`config.mk`:
```
export PLATFORM = sky130hd
export DESIGN_NAME = cfec_top
export DESIGN_NICKNAME = d
export VERILOG_FILES = /design/src/cfec_pkg.sv /design/src/cfec_top.sv /design/src/cfec_syn_calc.sv
export SDC_FILE = /design/constraint.sdc
export NUM_CORES = 1
export LEC_CHECK = 0
export BUFFER_PORTS_ARGS = -buffer_cell sky130_fd_sc_hd__clkbuf_2
export CORE_ASPECT_RATIO = 0.6
export CORE_MARGIN = 4
export CORE_UTILIZATION = 51
export CTS_CLUSTER_DIAMETER = 120
export DETAILED_ROUTE_END_ITERATION = 7
export HOLD_SLACK_MARGIN = 0.15
export PLACE_DENSITY_LB_ADDON = 0.08
export SETUP_SLACK_MARGIN = 0.5
export SLEW_MARGIN = 30
export SYNTH_ARGS = -nofsm -noshare
export SYNTH_HDL_FRONTEND = slang
export SYNTH_SLANG_ARGS = --single-unit
```
`constraint.sdc`:
```
create_clock -name clk_sys -period 1.8 [get_ports clk_sys]
set_input_delay 0.18 -clock clk_sys [delete_from_list [all_inputs] [get_ports clk_sys]]
set_output_delay 0.18 -clock clk_sys [all_outputs]
set_load 0.03 [all_outputs]
```
`src/cfec_pkg.sv`:
```
/*
 Constants, register indexes, field layouts and carrier types for the
 cache fill error capture block.
 Assumes one processor clock shared by all users of these types.
*/
`default_nettype none
package cfec_pkg;

  ////////////////////////////////////////////////////////////////////
  // Register indexes and widths
  localparam logic [4:0] IDX_FILL_ERROR_SYNDROME = 5'h13;
  localparam logic [4:0] IDX_TAG_CAPT  = 5'h14;
  localparam int         SYN_W         = 7;
  localparam int         TAG_W         = 17;
  localparam int         TAGREG_W      = 23;
  localparam int         RD_W          = 32;

  ////////////////////////////////////////////////////////////////////
  // Field positions
  localparam int POS_CAPTURED_TAG_ADDR_PARITY = 22;
  localparam int POS_TAG_LO   = 5;
  localparam int POS_HI_SYN   = 7;
  localparam int POS_LO_SYN   = 0;
  localparam int PAR_BIT      = 0;
  localparam logic [2:0] SIZE_MAX = 3'h6;

  ////////////////////////////////////////////////////////////////////
  // Reset values
  localparam logic [13:0] SYN_RST  = 14'h0000;
  localparam logic [22:0] TAG_RST  = 23'h00_0000;
  localparam logic        LOCK_RST = 1'b0;

  // Syndrome code of each data bit of a longword; check bit k gives 1<<k
  localparam logic [6:0] SYN_CODE [32] = '{
    7'h4F, 7'h4A, 7'h52, 7'h54, 7'h57, 7'h58, 7'h5B, 7'h5D,
    7'h23, 7'h25, 7'h26, 7'h29, 7'h2A, 7'h2C, 7'h31, 7'h34,
    7'h0E, 7'h0B, 7'h13, 7'h15, 7'h16, 7'h19, 7'h1A, 7'h1C,
    7'h62, 7'h64, 7'h67, 7'h68, 7'h6B, 7'h6D, 7'h70, 7'h75};

  ////////////////////////////////////////////////////////////////////
  // Carriers
  typedef struct packed {
    logic        valid;
    logic [63:0] data;
    logic [13:0] check;
  } cfec_fill_t;

  typedef struct packed {
    logic        valid;
    logic        hit;
    logic        tag_par_err;
    logic        ctl_par_err;
    logic [16:0] tag;
    logic        tag_addr_parity_pin;
    logic        valid_status_pin;
    logic        shared_status_pin;
    logic        dirty_status_pin;
    logic        status_parity_pin;
  } cfec_probe_t;

  typedef struct packed {
    logic        captured_tag_addr_parity;
    logic [16:0] tag;
    logic        captured_valid_bit;
    logic        captured_shared_bit;
    logic        captured_dirty_bit;
    logic        captured_ctl_parity;
    logic        hit;
  } cfec_tag_t;

endpackage
`default_nettype wire

```
`src/cfec_top.sv`:
```
/*
 Fill syndrome capture, read by privileged register accesses, and
 backup-cache tag probe capture, read and written by them.
 Assumes probe results and fill data arrive from bus interface logic on
 clk_sys, and software spaces tag capture reads by an idle cycle.
*/
`timescale 1ns/1ps
`default_nettype none
module cfec_top
  import cfec_pkg::*;
(
  input  wire logic              clk_sys,
  input  wire logic              rstn,
  input  wire logic              ecc_mode,
  input  wire logic [2:0]        cache_size_field,
  input  wire cfec_fill_t        fill_in,
  input  wire cfec_probe_t       probe_in,
  input  wire logic              fill_addr_read,
  input  wire logic              privileged_reg_read,
  input  wire logic              privileged_reg_write,
  input  wire logic [4:0]        reg_index,
  output logic      [RD_W-1:0]   rd_data,
  output logic                   rd_valid,
  output logic                   syn_locked,
  output logic                   tag_locked
);

  //////////////////////////////////////////////////////////////////////
  // Decode helpers

  function automatic logic idx_hit(input logic [4:0] idx,
                                   input logic [4:0] want);
    idx_hit = (idx == want);
  endfunction

  // Low tag bits fall into the index for bigger caches
  function automatic logic [TAG_W-1:0] tag_mask(input logic [2:0] sz);
    logic [2:0] s;
    s = (sz > SIZE_MAX) ? SIZE_MAX : sz;
    for (int i = 0; i < TAG_W; i++)
      tag_mask[i] = (i >= int'(s));
  endfunction

  //////////////////////////////////////////////////////////////////////
  // Syndrome generation per longword

  logic [SYN_W-1:0] syn_lw [2];

  genvar g;
  generate
    for (g = 0; g < 2; g++)
    begin : g_lw
      cfec_syn_calc u_calc (
        .data     (fill_in.data[32*g +: 32]),
        .check    (fill_in.check[SYN_W*g +: SYN_W]),
        .ecc_mode (ecc_mode),
        .syn      (syn_lw[g])
      );
    end
  endgenerate

  logic [13:0] syn_now;
  logic        fill_err;

  always_comb
  begin
    syn_now = '0;
    syn_now[POS_HI_SYN +: SYN_W] = syn_lw[1];
    syn_now[POS_LO_SYN +: SYN_W] = syn_lw[0];
    // Zero halves mean clean longwords, so only nonzero is an error
    fill_err = fill_in.valid && (syn_now != 14'h0000);
  end

  //////////////////////////////////////////////////////////////////////
  // Fill syndrome register

  logic [13:0] syn_r;
  logic [13:0] syn_nxt;
  logic        syn_lock_r;
  logic        syn_lock_nxt;

  always_comb
  begin
    syn_nxt      = syn_r;
    syn_lock_nxt = syn_lock_r;
    if (fill_addr_read)
      syn_lock_nxt = 1'b0;
    // A new error in the release cycle is kept, not lost
    if (fill_err && (!syn_lock_r || fill_addr_read))
    begin
      syn_nxt      = syn_now;
      syn_lock_nxt = 1'b1;
    end
  end

  always_ff @(posedge clk_sys or negedge rstn)
  begin
    if (!rstn)
    begin
      syn_r      <= SYN_RST;
      syn_lock_r <= LOCK_RST;
    end
    else
    begin
      syn_r      <= syn_nxt;
      syn_lock_r <= syn_lock_nxt;
    end
  end

  //////////////////////////////////////////////////////////////////////
  // Tag probe capture register

  logic      tag_rd;
  logic      tag_wr;
  logic      probe_err;
  cfec_tag_t tag_now;
  cfec_tag_t tag_r;
  cfec_tag_t tag_nxt;
  logic      tag_lock_r;
  logic      tag_lock_nxt;

  always_comb
  begin
    tag_rd    = privileged_reg_read && idx_hit(reg_index, IDX_TAG_CAPT);
    tag_wr    = privileged_reg_write && idx_hit(reg_index, IDX_TAG_CAPT);
    probe_err = probe_in.valid &&
                (probe_in.tag_par_err || probe_in.ctl_par_err);
    tag_now.captured_tag_addr_parity = probe_in.tag_addr_parity_pin;
    tag_now.tag = probe_in.tag & tag_mask(cache_size_field);
    tag_now.captured_valid_bit  = probe_in.valid_status_pin;
    tag_now.captured_shared_bit = probe_in.shared_status_pin;
    tag_now.captured_dirty_bit  = probe_in.dirty_status_pin;
    tag_now.captured_ctl_parity = probe_in.status_parity_pin;
    tag_now.hit = probe_in.hit;
  end

  always_comb
  begin
    tag_nxt      = tag_r;
    tag_lock_nxt = tag_lock_r;
    if (tag_wr)
      tag_lock_nxt = 1'b0;
    // Lock beats an unlock in the same cycle
    if (probe_err || fill_err)
      tag_lock_nxt = 1'b1;
    // A probe load overrides a shift in the same cycle
    if (probe_in.valid && !tag_lock_r)
      tag_nxt = tag_now;
    else if (tag_rd)
      tag_nxt = cfec_tag_t'({1'b0, tag_r[TAGREG_W-1:1]});
  end

  always_ff @(posedge clk_sys or negedge rstn)
  begin
    if (!rstn)
    begin
      tag_r      <= TAG_RST;
      tag_lock_r <= LOCK_RST;
    end
    else
    begin
      tag_r      <= tag_nxt;
      tag_lock_r <= tag_lock_nxt;
    end
  end

  //////////////////////////////////////////////////////////////////////
  // Read port

  logic [RD_W-1:0] rd_data_r;
  logic [RD_W-1:0] rd_data_nxt;
  logic            rd_valid_r;

  always_comb
  begin
    rd_data_nxt = rd_data_r;
    if (privileged_reg_read)
    begin
      if (idx_hit(reg_index, IDX_FILL_ERROR_SYNDROME))
        rd_data_nxt = {18'h0_0000, syn_r};
      else if (tag_rd)
        rd_data_nxt = {31'h0000_0000, tag_r[0]};
      else
        rd_data_nxt = '0;
    end
  end

  always_ff @(posedge clk_sys or negedge rstn)
  begin
    if (!rstn)
    begin
      rd_data_r  <= '0;
      rd_valid_r <= 1'b0;
    end
    else
    begin
      rd_data_r  <= rd_data_nxt;
      rd_valid_r <= privileged_reg_read;
    end
  end

  assign rd_data    = rd_data_r;
  assign rd_valid   = rd_valid_r;
  assign syn_locked = syn_lock_r;
  assign tag_locked = tag_lock_r;
endmodule
`default_nettype wire

```
`src/cfec_syn_calc.sv`:
```
/*
 Syndrome or parity flag of one 32-bit longword of a fill.
 Assumes data and check bits are stable in the cycle they are used.
*/
`timescale 1ns/1ps
`default_nettype none
module cfec_syn_calc
  import cfec_pkg::*;
(
  input  wire logic [31:0]      data,
  input  wire logic [SYN_W-1:0] check,
  input  wire logic             ecc_mode,
  output logic      [SYN_W-1:0] syn
);

  logic [SYN_W-1:0] calc;
  logic             par_err;

  always_comb
  begin
    calc = 7'h00;
    for (int i = 0; i < 32; i++)
    begin
      if (data[i])
        calc = calc ^ SYN_CODE[i];
    end
    // Even parity over the longword and its parity pin
    par_err = ^{data, check[PAR_BIT]};
    if (ecc_mode)
      syn = calc ^ check;
    else
      syn = {6'h00, par_err};
  end

endmodule
`default_nettype wire

```
==> results by group, run 1 <==
Placement
  – IO buf count: around 140
  – Dpl cell area: 5720 um^2
  – DPL Wire Length: 8.62 mm
  – RD Place Congestion: slightly below 0.8

Finish
  – Most common cell after layout, fill and taps aside: clkbuf_2
  – Inserted Diodes: 0
  – Area growth syn-to-layout: 42.7%
  – Design area: 6280 um^2
  – Layout cells sized above 1: approximately 43%
  – Commonest cells after routing, fill and taps aside: clkbuf_2, buf_4, dfrtp_1
  – Nets: 742

Status
  – Outcome: complete, but fails checks
  – Violated checks: negative setup slack

Setup path
  – CP required: 1.98 ns
  – Cell repeated most along the worst path: xnor3_1
  – Instance count on the critical path: 10
  – Max FO, Critical Path: 4
  – Crit-path cells: clkbuf_2 -> xnor3_1 -> xnor3_1 -> xnor3_4 -> nor2_2 -> or4_4 -> nor4_4 -> a21oi_4 -> buf_6 -> mux2_4
  – Flop-to-flop setup slack: around 0.3 ns
  – Crit path largest cell delay: 0.53 ns
  – Worst Path Arrival: ~2.7 ns
  – Nature of the critical path endpoint: register
  – CP startpoint kind: primary input
  – Critical path class: in -> reg
  – Buf+Inv Stages, Crit Path: 2
  – R2R Path End: syn_r[4]$_DFFE_PN0P_
  – Slowest CP cell: or4_4
  – Reg2reg start: syn_locked$_DFFE_PN0P_
  – Worst Reg-to-Reg Cells: 5
  – Critical path's top delay family: XOR/XNOR gates

Logic synthesis
  – Sequential element share of the synthesized area: between 30% and 40%
  – Adder-cell area share of the yosys netlist: 0%
  – Synthesized area per cell: about 11 um^2
  – Synth Area in Compound Gates: about 6.1%
  – Number of synthesized register bits: between 50 and 60
  – Synth Area in XOR/XNOR: between 30% and 40%
  – Yosys warnings: 0
  – Post-Synthesis Cell Area: roughly 4400 um^2
  – Cell variety after synth: 47
  – Main combinational cell family by area after synthesis: XOR/XNOR gates
  – Multiplexer area fraction after synthesis: 10.1%
  – Gate Count Post-Synth: between 300 and 400
  – Synth Area in Simple Gates: around 8.1%

Clock tree
  – Root Buffer: clkbuf_16
  – Clock sink count: between 50 and 60
  – TritonCTS clock tree: built
  – CTS Buf Count: 5
  – Later-pin clock latency in the skew report: between 0.2 and 0.3 ns
  – H-tree depth: 2
  – Clock Pin Slew Worst Setup and Hold Paths: ~0.070 ns
  – Clock Tree Buf Depth: 2

Power
  – Leak: about 0.0034 uW
  – Switching share of total power: roughly a third
  – Net Switching: between 1500 and 2000 uW
  – Int Pwr: just over 4000 uW
  – Pwr Density: around 940 nW/um^2
  – Worst IR drop on VDD: slightly above 0.5 mV
  – Share of power burned in registers: 29.8%
  – Power share of the combinational group: between 50% and 60%
  – Clk pwr share: roughly 18%
  – Final Power: between 5000 and 6000 uW

Timing
  – Final worst-path cycle share: 141%
  – Final Setup Violations: 16
  – Max Freq: ~390 MHz
  – Max-Slew Margin vs Limit: 56.2%
  – Min cycle time layout: 2.54 ns
  – Worst Tran Pin Value: 0.658 ns
  – Pins Over Slew Limit: 0
  – PnR worst setup slack: -0.739 ns
  – RSZ-0062 raised after global routing: true
  – Final hold viol count: 0
  – Final setup skew: around 0.0053 ns

Routing
  – DR WL/cell: about 15 um
  – Drt pass-1 iters: 4
  – Final ANT Viol Nets: 0
  – Metal3 WL: approximately 750 um
  – WL met2: ~5 mm
  – Residual DRC: 0
  – Vias: 3505
  – Vias per cell: 4.79
  – Met1 WL: around 5 mm
  – Initial DRC count: ~150
  – Drt total wl: approximately 11 mm
  – Top Layer Used: met4

GRT
  – Initial antenna violation count: 0
  – First-pass GRT wire length: 18.0 mm
  – Overall overflow remaining after global route: 0
  – Vias in the first global route: roughly 3700
  – Global Route Usage Sum: 22.2%
  – Pin count of the biggest net entering global routing: 55

Floorplan
  – Die area: about 10000 um^2
  – Die width: about 130 um
  – Site Rows: 25
  – Core area: 8130 um^2
  – Die Y: about 80 um
  – Starting density of the core: between 50% and 60%
  – IO Pins: between 150 and 200

Worst hold path
  – Hold path depth: 3
  – Hold Crit Endpoint: tag_locked$_DFFE_PN0P_
  – Worst Hold Launch: privileged_reg_write
  – Min-Delay Path Class: in -> reg

Run
  – Max_cap viols: 0
## per-layer routing
metal  vias to the layer above  GRT usage, %
met5                         -             0
met4                         0          3.28
met3                         4          4.75
met2                       118          35.6
met1                      1630          31.9
li1                       1753             -
## registers in the layout (all words and copies together), names as in the netlist
| register | count |
|---|---|
| tag_r | 23 |
| rd_data | 14 |
| syn_r | 14 |
| rd_valid | 1 |
| syn_locked | 1 |
| tag_locked | 1 |
## metrics by stage
| stage | setup WS (ns) | TNS (ns) | util [%] | hold WS, ns | std cells |
|---|---|---|---|---|---|
| 2_1_floorplan | -0.815 | -10.15 | - | -0.116 | 405 |
| 3_3_place_gp | -1.06 | -15.69 | 70.4 | 0.338 | 695 |
| 3_5_place_dp | -1.12 | -16.48 | 70.4 | 0.345 | 695 |
| 4_1_cts | -0.714 | -10.18 | 76.6 | 0.170 | 732 |
| 5_1_grt | -0.802 | -11.86 | 77.3 | 0.184 | 732 |
| 6_report | -0.739 | -10.64 | 77.3 | 0.169 | 732 |
## tightest hold or removal path, stage by stage
cell and delay, ns:
clkbuf_2 0.08, nand2_1 0.05, a221o_1 0.12
## cell families after synthesis
group,Yosys count
other,1
flip-flops,54
XOR/XNOR,119
buffers and inverters,54
multiplexers,41
AND/OR/NAND/NOR,71
AO/OA/AOI/OAI,48
## cell type report
class	instances	area, um^2
clock buffers	7	133
clock inverters	1	30.0
fillers	561	1850
inverters	23	90.1
multi-input cells	297	2960
flip-flops and latches	54	1350
well taps	108	135
repair buffers	242	1580
## cell usage after synthesis, drive strengths merged
cell type / n / area share, %
xnor2: 58 / 12
dfrtp: 54 / 31
xnor3: 40 / 21
o21ai: 38 / 4.3
nand2: 34 / 2.9
mux2i: 32 / 7.6
inv: 23 / 2.0
buf: 21 / 3.5
xor2: 17 / 3.4
nand3: 15 / 1.7
clkbuf: 10 / 1.1
mux2: 9 / 2.6
nor2: 6 / 0.51
xor3: 4 / 2.2
a21oi: 3 / 0.43
nand2b: 3 / 0.43
nand4b: 2 / 0.40
or2: 2 / 0.28
a21o: 1 / 0.17
a221o: 1 / 0.23
a22oi: 1 / 0.17
a32o: 1 / 0.23
conb: 1 / 0.085
nand3b: 1 / 0.17
nand4: 1 / 0.14
nor2b: 1 / 0.14
nor3: 1 / 0.11
nor4: 1 / 0.48
nor4b: 1 / 0.20
o2111ai: 1 / 0.20
o21a: 1 / 0.17
o2bb2ai: 1 / 0.20
or2b: 1 / 0.20
or3: 1 / 0.14
or4: 1 / 0.26
## worst max path at each step
stage                start                     end  slack, ns
6_report       fill_in[32]    syn_r[4]$_DFFE_PN0P_      -0.74
5_1_grt        fill_in[32]    syn_r[2]$_DFFE_PN0P_      -0.80
4_1_cts        fill_in[32]  tag_locked$_DFFE_PN0P_      -0.71
3_5_place_dp   fill_in[71]    syn_r[4]$_DFFE_PN0P_      -1.12
3_3_place_gp   fill_in[71]   syn_r[13]$_DFFE_PN0P_      -1.06
2_1_floorplan  fill_in[39]   syn_r[12]$_DFFE_PN0P_      -0.81
## power groups by stage
| stage | Clock (uW) | Sequential, uW | Combinational (uW) |
|---|---|---|---|
| 2_1_floorplan | 0 | 1720 | 2000 |
| 6_report | 1070 | 1760 | 3080 |
| 5_1_grt | 1130 | 1800 | 3300 |
| 4_1_cts | 1080 | 1750 | 3070 |
| 3_3_place_gp | 0 | 1750 | 2830 |
| 3_5_place_dp | 0 | 1760 | 2890 |
## what timing repair did
item / CTS / global route
buffers inserted: 5 / 0
setup endpoints to repair: 21 / 36
hold endpoints to repair: 77 / 0
gates resized for setup: 14 / 14
hold buffers: 24 / 0
pin swaps: 10 / 10
Power figures use the tool's default switching activity.
==> run 2, diff against run 1 <==
--- a/config.mk
+++ b/config.mk
@@ -14,7 +14,7 @@
 export HOLD_SLACK_MARGIN = 0.15
 export PLACE_DENSITY_LB_ADDON = 0.08
 export SETUP_SLACK_MARGIN = 0.5
-export SLEW_MARGIN = 30
+export SLEW_MARGIN = 5
 export SYNTH_ARGS = -nofsm -noshare
 export SYNTH_HDL_FRONTEND = slang
 export SYNTH_SLANG_ARGS = --single-unit
==> constraint.sdc (replaced) <==
create_clock -name clk_sys -period 2.88 [get_ports clk_sys]
set_input_delay 0.288 -clock clk_sys [delete_from_list [all_inputs] [get_ports clk_sys]]
set_output_delay 0.288 -clock clk_sys [all_outputs]
set_load 0.03 [all_outputs]
==> results by group, run 2 (synthesized netlist as in run 1, its figures left out) <==
Status
  – Outcome: complete, no violations (was complete, but fails checks)

Routing
  – Final ANT Viol Nets: 0 (unchanged)
  – Vias: 3270 (was 3505)
  – Drt total wl: 10.1 mm (was 10.9 mm)
  – Vias per cell: 4.92 (was 4.79)
  – Residual DRC: 0 (unchanged)
  – Initial DRC count: 152 (was 154)
  – Drt pass-1 iters: 4 (unchanged)
  – DR WL/cell: 15.2 um (was 14.9 um)

Clock tree
  – Clock Tree Buf Depth: 2 (unchanged)
  – Root Buffer: clkbuf_16 (unchanged)
  – Clock Pin Slew Worst Setup and Hold Paths: 0.07 ns (about the same)
  – Later-pin clock latency in the skew report: 0.29 ns (about the same)
  – Cts hold-fix bufs: 0 (was 24)
  – TritonCTS clock tree: built (unchanged)
  – CTS Buf Count: 5 (unchanged)
  – Clock sink count: 54 (unchanged)
  – H-tree depth: 2 (unchanged)

Power
  – Power share of the combinational group: 49.8% (was 52.2%)
  – Worst IR drop on VDD: 0.350 mV (was 0.513 mV)
  – Leak: 0.00309 uW (was 0.00339 uW)
  – Net Switching: 1170 uW (was 1860 uW)
  – Clk pwr share: 21.0% (was 18.1%)
  – Int Pwr: 2580 uW (was 4050 uW)
  – Share of power burned in registers: 29.2% (was 29.8%)
  – Switching share of total power: 31.2% (was 31.5%)
  – Pwr Density: 653 nW/um^2 (was 941 nW/um^2)

Setup path
  – Max FO, Critical Path: 2 (was 4)
  – R2R Path End: syn_r[4]$_DFFE_PN0P_ (unchanged)
  – Reg2reg start: syn_locked$_DFFE_PN0P_ (unchanged)
  – Critical path class: in -> reg (unchanged)
  – Flop-to-flop setup slack: 1.36 ns (was 0.30 ns)
  – CP startpoint kind: primary input (unchanged)
  – Worst Reg-to-Reg Cells: 4 (was 5)
  – Worst Path Arrival: 2.85 ns (was 2.72 ns)
  – Nature of the critical path endpoint: register (unchanged)
  – CP required: 3.06 ns (was 1.98 ns)

Timing
  – Max Freq: ~370 MHz
  – Final setup skew: 0.00392 ns (was 0.00529 ns)
  – Worst Tran Pin Value: 0.980 ns (was 0.658 ns)
  – Max-Slew Margin vs Limit: 34.7% (was 56.2%)
  – Final worst-path cycle share: roughly 93%
  – Pins Over Slew Limit: 0 (unchanged)
  – Final Setup Violations: 0 (was 16)
  – Min cycle time layout: approximately 2.7 ns
  – RSZ-0062 raised after global routing: true (unchanged)
  – Setup TNS Final: 0 ns (was -10.64 ns)
  – Final hold viol count: 0 (unchanged)

GRT
  – First-pass GRT wire length: 16.5 mm (was 18.0 mm)
  – Initial antenna violation count: 0 (unchanged)
  – Global Route Usage Sum: 20.4% (was 22.2%)
  – Overall overflow remaining after global route: 0 (unchanged)
  – Vias in the first global route: 3435 (was 3746)
  – Pin count of the biggest net entering global routing: 47 (was 55)

Finish
  – Final non-filler cell total: 664 (was 732)
  – Commonest cells after routing, fill and taps aside: clkbuf_2, dfrtp_1, xnor2_1 (was clkbuf_2, buf_4, dfrtp_1)
  – Register area: 1350 um^2 (unchanged)
  – Layout cells sized above 1: 40.8% (was 43.4%)
  – Inserted Diodes: 0 (unchanged)
  – Multi-input logic area: 2950 um^2 (was 2960 um^2)
  – Final core utilization: 70.6% (was 77.3%)
  – Fillers: 608 (was 561)
  – Most common cell after layout, fill and taps aside: clkbuf_2 (unchanged)
  – Area growth syn-to-layout: 30.3% (was 42.7%)
  – Largest reg by FF count: tag_r (unchanged)
  – Max reg flops: 23 (unchanged)
  – Nets: 674 (was 742)

Placement
  – Placed cell count: 647 (was 695)
  – RD Place Congestion: 0.784 (was 0.787)
  – IO buf count: 135 (unchanged)
  – DPL Wire Length: 8.21 mm (was 8.62 mm)

Floorplan
  – Die width: 128 um (unchanged)
  – Core area: 8130 um^2 (unchanged)
  – IO Pins: 154 (unchanged)
  – Starting density of the core: 54.1% (unchanged)
  – Site Rows: 25 (unchanged)
  – Die area: 10200 um^2 (unchanged)
  – Die Y: 80.0 um (unchanged)

Run
  – Max_cap viols: 0 (unchanged)

Worst hold path
  – Min-Delay Path Class: in -> async (was in -> reg)
==> run 2: changes by cell type in the layout (fill, tap and decap cells not counted), moves of 2 or more <==
cell / change
buf_4: -42
dlygate4sd3_1: -24
clkbuf_1: -2
mux2_1: +2
mux2_4: -2
mux2i_1: -2
mux2i_2: +2
o21ai_0: +2
o21ai_1: -2
==> run 2: through the flow <==
| stage | worst slack, ns | total power [uW] | hold slack, ns | area, um^2 |
|---|---|---|---|---|
| after floorplan | 0.155 | 2320 | -0.00759 | 4500 |
| after global placement | -0.0866 | 2760 | 0.473 | 5340 |
| after detailed placement | -0.214 | 2790 | 0.482 | 5340 |
| after CTS | 0.236 | 3700 | 0.168 | 5680 |
| after global routing | 0.125 | 3970 | 0.186 | 5740 |
| final | 0.212 | 3750 | 0.143 | 5740 |
==> run 2: how the worst max path moves through the flow <==
stage                           start                      to  slack (ns)  cells past startpoint
after floorplan           fill_in[39]   syn_r[12]$_DFFE_PN0P_        0.15                      9
after detailed placement  fill_in[71]   syn_r[10]$_DFFE_PN0P_       -0.21                     10
final                      fill_in[2]  tag_locked$_DFFE_PN0P_        0.21                     10
after global placement    fill_in[71]   syn_r[13]$_DFFE_PN0P_       -0.09                     10
after CTS                  fill_in[2]  tag_locked$_DFFE_PN0P_        0.24                     10
after global routing      fill_in[43]  tag_locked$_DFFE_PN0P_        0.13                     10
==> run 2: worst max-delay path, stage by stage <==
cell and delay, ns:
clkbuf_2 0.09, xnor3_1 0.41, xor2_1 0.16, xnor3_4 0.46, nor2_2 0.04, or4_4 0.54
nor4_4 0.30, buf_4 0.19, nand2_2 0.06, a221o_1 0.30
==> run 2: repair_timing <==
action	CTS	global route
buffers inserted	6	3
endpoints found under the setup margin	15	16
resized for setup	18	9
pin swaps	17	6
==> run 2: metal layers <==
metal / wire [um] / share of wire, % / up-vias / track usage, %
met3: 668 / 6.6 / 8 / 3.81
met4: 57 / 0.56 / 0 / 3.18
met1: 4880 / 48 / 1545 / 30.2
li1: - / - / 1613 / -
met5: 0 / 0 / - / 0
met2: 4490 / 44 / 104 / 32.2
==> run 2: cell type report <==
type	count	area share, %
multi-input cells	297	51.4
inverters	23	1.50
well taps	108	2.35
repair buffers	174	17.7
flip-flops and latches	54	23.5
clock buffers	6	2.42
clock inverters	2	1.05
==> run 2: power by group through the flow <==
stage               combinational (uW)  clock, uW  sequential [uW]
CTS                               1810        804             1090
global placement                  1660          0             1100
finish                            1870        787             1090
floorplan                         1250          0             1070
detailed placement                1690          0             1100
global route                      2020        834             1120
==> run 3, diff against run 2 <==
--- a/config.mk
+++ b/config.mk
@@ -8,7 +8,7 @@
 export BUFFER_PORTS_ARGS = -buffer_cell sky130_fd_sc_hd__clkbuf_2
 export CORE_ASPECT_RATIO = 0.6
 export CORE_MARGIN = 4
-export CORE_UTILIZATION = 51
+export CORE_UTILIZATION = 55
 export CTS_CLUSTER_DIAMETER = 120
 export DETAILED_ROUTE_END_ITERATION = 7
 export HOLD_SLACK_MARGIN = 0.15
==> constraint.sdc (replaced) <==
create_clock -name clk_sys -period 3.4 [get_ports clk_sys]
set_input_delay 0.34 -clock clk_sys [delete_from_list [all_inputs] [get_ports clk_sys]]
set_output_delay 0.34 -clock clk_sys [all_outputs]
set_load 0.03 [all_outputs]
==> results by group, run 3 (synthesized netlist as in run 1, its figures left out) <==
Setup path
  – Max FO, Critical Path: 5 (was 2)
  – CP startpoint kind: primary input (unchanged)
  – Slowest CP cell: or4_4 (unchanged)
  – CP required: 3.57 ns (was 3.06 ns)
  – Nature of the critical path endpoint: register (unchanged)
  – Crit-path cells: buf_6 -> xnor3_2 -> xnor3_2 -> xnor3_2 -> mux2i_2 -> or4_4 -> nor4_4 -> buf_6 -> a21oi_4 -> mux2_4 (was clkbuf_2 -> xnor3_1 -> xor2_1 -> xnor3_4 -> nor2_2 -> or4_4 -> nor4_4 -> buf_4 -> nand2_2 -> a221o_1)
  – Crit path largest cell delay: 0.56 ns (was 0.54 ns)
  – Worst Path Arrival: 3.03 ns (was 2.85 ns)
  – Cell repeated most along the worst path: xnor3_2
  – Critical path class: in -> reg (unchanged)

Power
  – Worst IR drop on VDD: 0.232 mV (was 0.350 mV)
  – Pwr Density: 523 nW/um^2 (was 653 nW/um^2)
  – Leak: 0.00291 uW (was 0.00309 uW)
  – Final Power: 2830 uW (was 3750 uW)

Finish
  – Largest reg by FF count: tag_r (unchanged)
  – Design area: 5400 um^2 (was 5740 um^2)
  – Max reg flops: 23 (unchanged)
  – Commonest cells after routing, fill and taps aside: clkbuf_2, dfrtp_1, xnor2_1 (unchanged)
  – Area growth syn-to-layout: 22.6% (was 30.3%)
  – Multi-input logic area: 2920 um^2 (was 2950 um^2)
  – Nets: 648 (was 674)
  – Layout cells sized above 1: 36.0% (was 40.8%)
  – Final non-filler cell total: 632 (was 664)
  – Register area: 1350 um^2 (unchanged)
  – Fillers: 557 (was 608)
  – Most common cell after layout, fill and taps aside: clkbuf_2 (unchanged)
  – Inserted Diodes: 0 (unchanged)

GRT
  – Global Route Usage Sum: 19.6% (was 20.4%)
  – Overall overflow remaining after global route: 0 (unchanged)
  – First-pass GRT wire length: 14.7 mm (was 16.5 mm)
  – Pin count of the biggest net entering global routing: 47 (unchanged)
  – Initial antenna violation count: 0 (unchanged)
  – Vias in the first global route: 3080 (was 3435)

Floorplan
  – IO Pins: 154 (unchanged)
  – Site Rows: 24 (was 25)
  – Starting density of the core: 58.7% (was 54.1%)
  – Core area: 7510 um^2 (was 8130 um^2)
  – Die Y: 77.3 um (was 80.0 um)
  – Die width: 124 um (was 128 um)
  – Die area: 9550 um^2 (was 10200 um^2)

Status
  – Outcome: complete, no violations (unchanged)

Clock tree
  – CTS Buf Count: 5 (unchanged)
  – Clock sink count: 54 (unchanged)
  – Clock Tree Buf Depth: 2 (unchanged)
  – H-tree depth: 2 (unchanged)
  – Later-pin clock latency in the skew report: 0.29 ns (about the same)
  – Root Buffer: clkbuf_16 (unchanged)
  – Clock Pin Slew Worst Setup and Hold Paths: 0.07 ns (about the same)
  – TritonCTS clock tree: built (unchanged)
  – Cts hold-fix bufs: 0 (unchanged)

Timing
  – Max Freq: between 300 and 400 MHz
  – Final worst-path cycle share: about 84%
  – Final hold viol count: 0 (unchanged)
  – Setup TNS Final: 0 ns (unchanged)
  – Pins Over Slew Limit: 0 (unchanged)
  – RSZ-0062 raised after global routing: false (was true)
  – Final setup skew: 0.00468 ns (was 0.00392 ns)
  – Worst Tran Pin Value: 0.991 ns (was 0.980 ns)
  – Final Setup Violations: 0 (unchanged)
  – Max-Slew Margin vs Limit: 33.9% (was 34.7%)
  – Min cycle time layout: around 2.9 ns

Routing
  – Initial DRC count: 197 (was 152)
  – Drt total wl: 9.79 mm (was 10.1 mm)
  – Vias per cell: 4.95 (was 4.92)
  – Final ANT Viol Nets: 0 (unchanged)
  – DR WL/cell: 15.5 um (was 15.2 um)
  – Vias: 3131 (was 3270)
  – Residual DRC: 0 (unchanged)
  – Drt pass-1 iters: 4 (unchanged)

Placement
  – Dpl cell area: 5120 um^2 (was 5340 um^2)
  – DPL Wire Length: 7.84 mm (was 8.21 mm)
  – IO buf count: 135 (unchanged)
  – RD Place Congestion: 0.832 (was 0.784)
  – Placed cell count: 617 (was 647)

Worst hold path
  – Min-Delay Path Class: in -> async (unchanged)

Run
  – Max_cap viols: 0 (unchanged)
## run 3: changes by cell type in the layout (fill, tap and decap cells not counted), moves of 3 or more
| cell | change |
|---|---|
| clkbuf_2 | +3 |
| buf_6 | -4 |
| xnor2_1 | +3 |
| buf_4 | -24 |
| xnor3_1 | +3 |
| xnor3_2 | -3 |
## run 3: final cells by class
cell class	count	share of cell area (%)
multi-input combinational	298	54.0
sequential	54	25.0
tap	104	2.41
clock buffer	6	2.57
inverter	23	1.60
timing repair buffer	147	14.4
## run 3: critical path, delay by kind of cell
family                 cells  cell delay (ns)
XOR/XNOR                   3             0.97
AND/OR/NAND/NOR            2             0.84
multiplexers               2             0.50
buffers and inverters      2             0.27
AO/OA/AOI/OAI              1             0.10
## run 3: layer usage
metal | up-vias | share of wire, % | global-route usage, %
met4 | 0 | 0.41 | 2.76
li1 | 1561 | - | -
met1 | 1454 | 48 | 29.8
met2 | 112 | 45 | 29.6
met3 | 4 | 7.3 | 3.97
met5 | - | 0 | 0
## run 3: final timing paths
path | startpoint | endpoint | slack [ns] | cells after the start
hold / removal | rstn | tag_r[20]$_DFFE_PN0P_ | 0.20 | 1
setup reg to reg | syn_locked$_DFFE_PN0P_ | syn_r[13]$_DFFE_PN0P_ | 1.83 | 5
max in group asynchronous | rstn | rd_data[8]$_DFFE_PN0P_ | 2.41 | 2
hold reg to reg | syn_r[7]$_DFFE_PN0P_ | syn_r[7]$_DFFE_PN0P_ | 0.50 | 1
setup / recovery | fill_in[43] | syn_r[4]$_DFFE_PN0P_ | 0.54 | 10
min in group clk_sys | fill_addr_read | syn_locked$_DFFE_PN0P_ | 0.23 | 2
## run 3: repair_timing
item,4_1_cts,5_1_grt
resized for setup,2,11
pin swaps,0,9
gates cloned,0,1
buffers inserted,0,8
endpoints found under the setup margin,12,6
## run 3: metrics by stage
stage	util, %	setup WS (ns)	hold WS (ns)
after floorplan	-	0.515	0.0444
final	71.9	0.542	0.205
after CTS	70.2	0.512	0.226
after global routing	71.9	0.500	0.238
after detailed placement	68.2	-0.0530	0.483
after global placement	68.2	0.0317	0.476
## run 3: report_power, final
group | switching, uW | internal [uW]
Combinational | 610 | 796
Sequential | 103 | 820
Clock | 212 | 285
